$ cat src/logic/evr_consts.vh
// Constants for the exception vector resolution block
`ifndef EVR_CONSTS_VH
`define EVR_CONSTS_VH
`define EVR_NUM_W        8
`define EVR_PRI_W        3
`define EVR_CFG_W        4
`define EVR_IRQ_N        82
`define EVR_IRQ_W        7
`define EVR_EXC_RESET    8'h01
`define EVR_EXC_NMI      8'h02
`define EVR_EXC_HARD     8'h03
`define EVR_EXC_MEM      8'h04
`define EVR_EXC_BUS      8'h05
`define EVR_EXC_USAGE    8'h06
`define EVR_EXC_SVC      8'h0B
`define EVR_EXC_PENDSRV  8'h0E
`define EVR_EXC_TICK     8'h0F
`define EVR_EXC_IRQ0     8'h10
`define EVR_EXC_MAX      8'hFF
`define EVR_EXC_NONE     8'h00
`define EVR_PRI_RESET    5'h1D
`define EVR_PRI_NMI      5'h1E
`define EVR_PRI_HARD     5'h1F
`define EVR_PRI_NONE     5'h0F
`define EVR_SP_OFFSET    32'h0000_0000
`define EVR_BASE_RESET   32'h0000_0000
`define EVR_BASE_MIN     32'h0000_0080
`define EVR_BASE_MAX     32'h3FFF_FF80
`define EVR_BASE_MASK    32'hFFFF_FF80
`define EVR_IRQ_OFFSET   32'h0000_0040
`define EVR_VEC_STEP_SH  2
`define EVR_SYS_N        7
`endif

$ cat src/logic/evr_exception_vector_resolution.v
// Exception source resolution into number, priority, kind and vector address
`timescale 1ns/10ps
`include "evr_consts.vh"
module evr_exception_vector_resolution (
  input  wire                           clk,
  input  wire                           reset,
  input  wire                           nmiRequest,
  input  wire                           hardFaultRequest,
  input  wire                           memFaultRequest,
  input  wire                           busFaultRequest,
  input  wire                           busFaultPrecise,
  input  wire                           usageFaultRequest,
  input  wire                           svcRequest,
  input  wire                           pendSrvRequest,
  input  wire                           timerZero,
  input  wire                           tickSoftRequest,
  input  wire [`EVR_IRQ_N-1:0]          irqLines,
  input  wire [`EVR_IRQ_N-1:0]          irqSoftRequest,
  input  wire [`EVR_IRQ_N-1:0]          irqEnable,
  input  wire [`EVR_SYS_N-1:0]          sysEnable,
  input  wire [`EVR_IRQ_N*4-1:0]        irqPriority,
  input  wire [`EVR_SYS_N*4-1:0]        sysPriority,
  input  wire                           privileged,
  input  wire                           relocWrite,
  input  wire [31:0]                    relocData,
  input  wire                           entryAck,
  input  wire                           entryDone,
  input  wire                           spFetchReq,
  output reg                            takeValid,
  output reg  [`EVR_NUM_W-1:0]          takeNumber,
  output reg  [`EVR_NUM_W:0]            takeLineIndex,
  output reg  [4:0]                     takePriority,
  output reg                            takeAsync,
  output reg                            takeOneMoreInsn,
  output reg                            takeIsIsr,
  output reg  [31:0]                    vectorAddr,
  output reg  [31:0]                    spAddr,
  output reg  [31:0]                    tableBase,
  output reg                            relocRejected,
  output reg  [`EVR_NUM_W-1:0]          statusField
);

  // Pending flags: index 0..6 system sources, then external lines
  reg [`EVR_SYS_N-1:0]   sysPend_q;
  reg [`EVR_IRQ_N-1:0]   irqPend_q;
  reg [`EVR_SYS_N-1:0]   sysPend_d;
  reg [`EVR_IRQ_N-1:0]   irqPend_d;
  reg                    nmiS1_q, nmiS2_q;
  reg [`EVR_IRQ_N-1:0]   irqS1_q, irqS2_q;
  reg                    busPrecLatch_q;
  reg [31:0]             tableBase_q;
  reg [`EVR_NUM_W-1:0]   ackNum_q;

  // System slot to exception number
  function [`EVR_NUM_W-1:0] sysNumber;
    input [2:0] slot;
    begin
      case (slot)
        3'd0: sysNumber = `EVR_EXC_NMI;
        3'd1: sysNumber = `EVR_EXC_HARD;
        3'd2: sysNumber = `EVR_EXC_MEM;
        3'd3: sysNumber = `EVR_EXC_BUS;
        3'd4: sysNumber = `EVR_EXC_USAGE;
        3'd5: sysNumber = `EVR_EXC_SVC;
        3'd6: sysNumber = `EVR_EXC_PENDSRV;
        default: sysNumber = `EVR_EXC_TICK;
      endcase
    end
  endfunction

  // Vector entry address for an exception number
  function [31:0] vecAddr;
    input [31:0]            base;
    input [`EVR_NUM_W-1:0]  num;
    begin
      vecAddr = base + ({24'h00_0000, num} << `EVR_VEC_STEP_SH);
    end
  endfunction

  // Signed compare: fixed codes 0x1D..0x1F stand for -3..-1
  function prio_lt;
    input [4:0] a;
    input [4:0] b;
    begin
      prio_lt = ($signed(a) < $signed(b));
    end
  endfunction

  // Asynchronous activation: NMI, imprecise bus fault, pendable service, tick, lines
  function isAsync;
    input [`EVR_NUM_W-1:0]  num;
    input                   busPrecise;
    begin
      isAsync = (num >= `EVR_EXC_PENDSRV) ||
                (num == `EVR_EXC_NMI) ||
                (num == `EVR_EXC_BUS && !busPrecise);
    end
  endfunction

  // Signed line index: exception number less the first external number
  function [`EVR_NUM_W:0] lineIndex;
    input [`EVR_NUM_W-1:0]  num;
    begin
      lineIndex = {1'b0, num} - {1'b0, `EVR_EXC_IRQ0};
    end
  endfunction

  // Relocation accepted only when privileged and inside the allowed window
  function baseOk;
    input                   priv;
    input [31:0]            data;
    reg   [31:0]            masked;
    begin
      masked = data & `EVR_BASE_MASK;
      baseOk = priv && (masked >= `EVR_BASE_MIN) && (masked <= `EVR_BASE_MAX);
    end
  endfunction

  // Configurable field widened to the signed priority scale
  function [4:0] cfgPri;
    input [`EVR_CFG_W-1:0]  field;
    begin
      cfgPri = {1'b0, field};
    end
  endfunction

  // External line index to exception number
  function [`EVR_NUM_W-1:0] irqNumber;
    input [`EVR_IRQ_W-1:0]  line;
    begin
      irqNumber = `EVR_EXC_IRQ0 + {1'b0, line};
    end
  endfunction

  // Pending update: set wins over clear on entry
  reg                    tickPend_q;
  reg                    tickPend_d;
  integer                i;
  always @* begin
    sysPend_d = sysPend_q;
    irqPend_d = irqPend_q;
    tickPend_d = tickPend_q;
    if (entryAck && takeValid) begin
      for (i = 0; i < `EVR_SYS_N; i = i + 1)
        if (sysNumber(i[2:0]) == takeNumber)
          sysPend_d[i] = 1'b0;
      if (takeNumber == `EVR_EXC_TICK)
        tickPend_d = 1'b0;
      for (i = 0; i < `EVR_IRQ_N; i = i + 1)
        if (takeNumber == irqNumber(i[6:0]))
          irqPend_d[i] = 1'b0;
    end
    sysPend_d[0] = sysPend_d[0] | nmiS2_q;
    sysPend_d[1] = sysPend_d[1] | hardFaultRequest;
    sysPend_d[2] = sysPend_d[2] | memFaultRequest;
    sysPend_d[3] = sysPend_d[3] | busFaultRequest;
    sysPend_d[4] = sysPend_d[4] | usageFaultRequest;
    sysPend_d[5] = sysPend_d[5] | svcRequest;
    sysPend_d[6] = sysPend_d[6] | pendSrvRequest;
    tickPend_d = tickPend_d | timerZero | tickSoftRequest;
    irqPend_d = irqPend_d | irqS2_q | irqSoftRequest;
  end

  // Arbitration: lowest priority value, then lowest number
  reg [4:0]              bestPri;
  reg [`EVR_NUM_W-1:0]   bestNum;
  reg [4:0]              candPri;
  reg                    candOn;
  integer                j;
  always @* begin
    bestPri = `EVR_PRI_NONE;
    bestNum = `EVR_EXC_NONE;
    candPri = `EVR_PRI_NONE;
    candOn = 1'b0;
    for (j = `EVR_SYS_N; j >= 0; j = j - 1) begin
      if (j == `EVR_SYS_N) begin
        candOn = tickPend_q && sysEnable[`EVR_SYS_N-1];
        candPri = cfgPri(sysPriority[`EVR_SYS_N*4-1 -: 4]);
      end else if (j < 2) begin
        candOn = sysPend_q[j];
        candPri = (j == 0) ? `EVR_PRI_NMI : `EVR_PRI_HARD;
      end else begin
        candOn = sysPend_q[j] && sysEnable[j-2];
        candPri = cfgPri(sysPriority[(j-2)*4 +: 4]);
      end
      if (candOn && (prio_lt(candPri, bestPri) || candPri == bestPri)) begin
        bestPri = candPri;
        bestNum = (j == `EVR_SYS_N) ? `EVR_EXC_TICK : sysNumber(j[2:0]);
      end
    end
    for (j = `EVR_IRQ_N-1; j >= 0; j = j - 1) begin
      candPri = cfgPri(irqPriority[j*4 +: 4]);
      if (irqPend_q[j] && irqEnable[j] && !prio_lt(bestPri, candPri) &&
          !(bestNum != `EVR_EXC_NONE && bestNum < `EVR_EXC_IRQ0 && bestPri == candPri)) begin
        bestPri = candPri;
        bestNum = irqNumber(j[6:0]);
      end
    end
  end

  // Two-stage synchronisers for pins from outside the clock domain
  always @(posedge clk) begin
    if (reset) begin
      nmiS1_q <= 1'b0;
      nmiS2_q <= 1'b0;
      irqS1_q <= {`EVR_IRQ_N{1'b0}};
      irqS2_q <= {`EVR_IRQ_N{1'b0}};
    end else begin
      nmiS1_q <= nmiRequest;
      nmiS2_q <= nmiS1_q;
      irqS1_q <= irqLines;
      irqS2_q <= irqS1_q;
    end
  end

  // Pending state and bus fault kind
  always @(posedge clk) begin
    if (reset) begin
      sysPend_q <= {`EVR_SYS_N{1'b0}};
      irqPend_q <= {`EVR_IRQ_N{1'b0}};
      tickPend_q <= 1'b0;
      busPrecLatch_q <= 1'b0;
    end else begin
      sysPend_q <= sysPend_d;
      irqPend_q <= irqPend_d;
      tickPend_q <= tickPend_d;
      if (busFaultRequest)
        busPrecLatch_q <= busFaultPrecise;
    end
  end

  // Relocation register, refusal pulse and visible base
  always @(posedge clk) begin
    if (reset) begin
      tableBase_q <= `EVR_BASE_RESET;
      tableBase <= `EVR_BASE_RESET;
      spAddr <= `EVR_BASE_RESET + `EVR_SP_OFFSET;
      relocRejected <= 1'b0;
    end else begin
      relocRejected <= 1'b0;
      if (relocWrite) begin
        if (baseOk(privileged, relocData))
          tableBase_q <= relocData & `EVR_BASE_MASK;
        else
          relocRejected <= 1'b1;
      end
      tableBase <= tableBase_q;
      spAddr <= tableBase_q + `EVR_SP_OFFSET;
    end
  end

  // Number taken by the core, reported once entry completes
  always @(posedge clk) begin
    if (reset) begin
      ackNum_q <= `EVR_EXC_NONE;
      statusField <= `EVR_EXC_NONE;
    end else begin
      if (entryAck && takeValid)
        ackNum_q <= takeNumber;
      if (entryDone)
        statusField <= ackNum_q;
    end
  end

  // Offer of the most urgent enabled exception; reset offer held until taken
  always @(posedge clk) begin
    if (reset) begin
      takeValid <= 1'b1;
      takeNumber <= `EVR_EXC_RESET;
      takeLineIndex <= lineIndex(`EVR_EXC_RESET);
      takePriority <= `EVR_PRI_RESET;
      takeAsync <= 1'b1;
      takeOneMoreInsn <= 1'b0;
      takeIsIsr <= 1'b0;
      vectorAddr <= vecAddr(`EVR_BASE_RESET, `EVR_EXC_RESET);
    end else if (!(takeValid && takeNumber == `EVR_EXC_RESET && !entryAck)) begin
      takeValid <= (bestNum != `EVR_EXC_NONE) && !(entryAck && takeValid);
      takeNumber <= bestNum;
      takeLineIndex <= lineIndex(bestNum);
      takePriority <= bestPri;
      takeAsync <= isAsync(bestNum, busPrecLatch_q);
      takeOneMoreInsn <= isAsync(bestNum, busPrecLatch_q);
      takeIsIsr <= (bestNum >= `EVR_EXC_IRQ0);
      vectorAddr <= vecAddr(tableBase_q, bestNum);
    end
  end

endmodule

$ cat config.mk
export PLATFORM = sky130hd
export DESIGN_NAME = evr_exception_vector_resolution
export DESIGN_NICKNAME = d
export VERILOG_FILES = /design/src/logic/evr_exception_vector_resolution.v
export VERILOG_INCLUDE_DIRS = /design/src /design/src/logic
export SDC_FILE = /design/constraint.sdc
export NUM_CORES = 2
export LEC_CHECK = 0
export BUFFER_PORTS_ARGS = -buffer_cell sky130_fd_sc_hd__buf_2
export CAP_MARGIN = 20
export CORE_AREA = 8 8 304 306
export DETAILED_ROUTE_END_ITERATION = 16
export DIE_AREA = 0 0 312 314
export PLACE_DENSITY = 0.66
export SLEW_MARGIN = 10
export SYNTH_ARGS = -nofsm -noshare
export SYNTH_HDL_FRONTEND = slang
export SYNTH_SLANG_ARGS = --single-unit
$ cat constraint.sdc
create_clock -name clk -period 450.3 [get_ports clk]
set_clock_uncertainty 0.15 [all_clocks]
set_input_delay 90.06 -clock clk [delete_from_list [all_inputs] [get_ports clk]]
set_output_delay 90.06 -clock clk [all_outputs]
set_load 0.02 [all_outputs]
==> results.sh <==
export IMPL_status="completed"
export IMPL_synth_cell_types=132
export IMPL_clock_latency_ns=0.62
export IMPL_critPathCaptureType="flip-flop"
export IMPL_ant_nets=0
export IMPL_syn_inst=4402
export IMPL_place_worst_setup_slack_ns=187.82
export IMPL_synth_area_top_cells="dfxtp_1, ha_1, nor2b_1"
export IMPL_drive_above_1_share_pct=20.7
export IMPL_initial_core_util_pct=39.1
export IMPL_io_buffers=757
export IMPL_min_path_type="reg2reg"
export IMPL_first_global_vias=36148
export IMPL_final_min_clock_period_ns=265.38
export IMPL_drtPass1Iterations=6
export IMPL_worstPathArrival_ns=265.75
export IMPL_synth_flop_cell="dfxtp_1"
export IMPL_slew_headroom_pct=21.4
export IMPL_cts_tree="yes"
export IMPL_ys_warn_count=0
export IMPL_maxSlewViolCount=0
export IMPL_fin_cells=6282
export IMPL_synth_edff_count=0
export IMPL_layout_setup_ws_ns=184.92
export IMPL_slowest_stage="a21oi_1"
export IMPL_wl_per_cell_um=23.2
export IMPL_yosys_area_top_type="dfxtp_1"
export IMPL_setup_viol=0
export IMPL_crit_required_ns=450.67
export IMPL_synth_async_reset_ratio_pct=0
export IMPL_whs_ns=0.279
export IMPL_ctsRootBufferMaster="clkbuf_16"
export IMPL_gp_routability_congestion=0.956
export IMPL_hold_viol_final=0
export IMPL_die_width_um=312
export IMPL_htree_num_levels=2
export IMPL_path_class="in2reg"
export IMPL_synth_top_area_share_pct=21.5
export IMPL_grt_usage_pct=27.8
export IMPL_coreArea_sq_um=87600
export IMPL_tns_ns=0
export IMPL_wl_mm=146
export IMPL_cp_start_kind="input pin"
export IMPL_max_freq_mhz=3.77
export IMPL_worst_pin_slew_ns=1.17
export IMPL_ios=789
export IMPL_via_per_inst=5.93
export IMPL_cpMostUsedCell="ha_1"
export IMPL_grt_pass1_wl_mm=215
export IMPL_vias=37264
export IMPL_clk_pin_slew_worst_paths_ns=0.06
export IMPL_cap_violations=0
export IMPL_grt_overflow_total=0
export IMPL_netlist_area_sq_um=34300
export IMPL_synth_area_per_cell_sq_um=7.79
export IMPL_cpPeakStageDelay_ns=0.94
export IMPL_hpwl_mm=119
export IMPL_grt_start_max_net_pins=100
export IMPL_cts_repair_resized=0
export IMPL_drc=0
export IMPL_clock_sinks=368
export IMPL_place_inst=6163
export IMPL_num_rows=109
export IMPL_die_area_sq_um=98000
export IMPL_synth_seq_cells=368
export IMPL_cts_setup_buffers=0
export IMPL_rsz0062_at_grt="no"
export IMPL_finalCritPeriodShare_pct=58.9
export IMPL_fillCellCount=8912
export IMPL_clockBufferDepth=3
export IMPL_drtIter0Drc=3295
export IMPL_cts_buffers_inserted=44
export IMPL_nets=6057
export IMPL_ctsHoldBuffers=0
export IMPL_path_max_fanout=19
export IMPL_die_y_um=314
export IMPL_antenna_found_initial=50
export IMPL_area_delta_synth_final_pct=18.3
export IMPL_synth_seq_area_share_pct=21.5
[critical path: cells and delay by family]
family	cells	cell delay [ns]
AO/OA/AOI/OAI	315	89.31
AND/OR/NAND/NOR	226	47.03
adder cells (fa/ha/maj)	88	24.97
multiplexers	31	12.22
buffers and inverters	14	1.64
XOR/XNOR	1	0.17
[metrics by stage]
stage | utilization, % | instance area, sq um
after global placement | 44.3 | 38800
after global routing | 46.3 | 40500
after floorplan | - | 34300
after CTS | 46.2 | 40400
after detailed placement | 44.3 | 38800
final | 46.3 | 40500
[state kept, by name, indices dropped and copies added (netlist names), 2 cells and up]
name,flops
ackNum_q,7
vectorAddr,26
tableBase,25
irqPend_q,82
takePriority,5
statusField,7
takeLineIndex,9
takeNumber,2
sysPend_q,7
irqS2_q,82
irqS1_q,82
tableBase_q,25
[Yosys cell counts, types with 25 or more instances]
library cell	n
o21ai_1	26
clkbuf_1	107
mux2i_1	38
a211oi_1	83
nor4_1	30
or2_2	25
mux2_2	61
o21bai_1	36
a21o_1	63
nor2b_1	259
and3_1	47
o211ai_1	66
a21oi_1	280
o21ai_0	213
nand3_1	91
nand2b_1	32
nor3_1	96
nand2_1	280
o31ai_1	29
and4_1	25
buf_4	56
o21a_1	131
dfxtp_1	368
ha_1	351
nand4_1	100
o2111a_1	47
nor2_1	392
and2_1	42
a31oi_1	61
o2111ai_1	78
inv_1	343
[logic make-up after synthesis]
group	count (synthesis)	synth area share [%]
flip-flops	368	21.5
other	1	0.0109
multiplexers	104	3.30
buffers and inverters	549	6.76
adder cells (fa/ha/maj)	352	12.9
AND/OR/NAND/NOR	1528	23.4
AO/OA/AOI/OAI	1476	31.6
XOR/XNOR	24	0.613
[path summary, 6_finish.rpt]
kind	from	end	slack, ns	cells past startpoint
worst max register to register	tickPend_q	vectorAddr[26]	274.07	674
worst min register to register	irqS1_q[69]	irqS2_q[69]	0.28	1
worst max-delay path	sysEnable[6]	vectorAddr[26]	184.92	675
worst min-delay path	irqS1_q[69]	irqS2_q[69]	0.28	1
[cell usage in the layout, fill, tap and decap left out, drive strengths merged, types with 38 or more instances in the layout]
cell     Yosys  final
o2111ai     79     79
nand4      103    103
inv        344    349
buf         97    784
o21ai      245    245
nand3       92     92
nor3        99     99
dfxtp      368    368
nand2      281    281
a21oi      284    284
o2111a      47     47
o21a       131    131
o211ai      70     70
mux2i       38     38
and2        42     42
nor2b      259    259
a211oi      88     88
mux2        66     66
ha         351    351
a31oi       63     63
and3        48     48
a21o        63     63
clkbuf     107     54
nor2       394    394
[layout make-up]
class / count / area, sq um / area share [%]
inverter: 345 / 1290 / 3.19
multi-input combinational: 3502 / 24700 / 60.8
sequential: 368 / 7370 / 18.2
clock buffer: 54 / 1190 / 2.93
antenna: 34 / 85.1 / 0.210
clock inverter: 28 / 430 / 1.06
timing repair buffer: 786 / 4050 / 10.0
tap: 1165 / 1460 / 3.60
[metal layers]
| metal | up-vias | wire [um] | global-route usage [%] | part of all wire, % |
|---|---|---|---|---|
| met5 | - | 52 | 0 | 0.036 |
| met4 | 8 | 6020 | 11.7 | 4.1 |
| met3 | 300 | 10500 | 5.72 | 7.2 |
| met2 | 1518 | 69900 | 47.9 | 48 |
| met1 | 17683 | 59200 | 33.5 | 41 |
| li1 | 17755 | - | - | - |
Power is left out: the tool's default activity adds up to more than one toggle a clock period on the data nets, which glitch-free logic cannot reach.
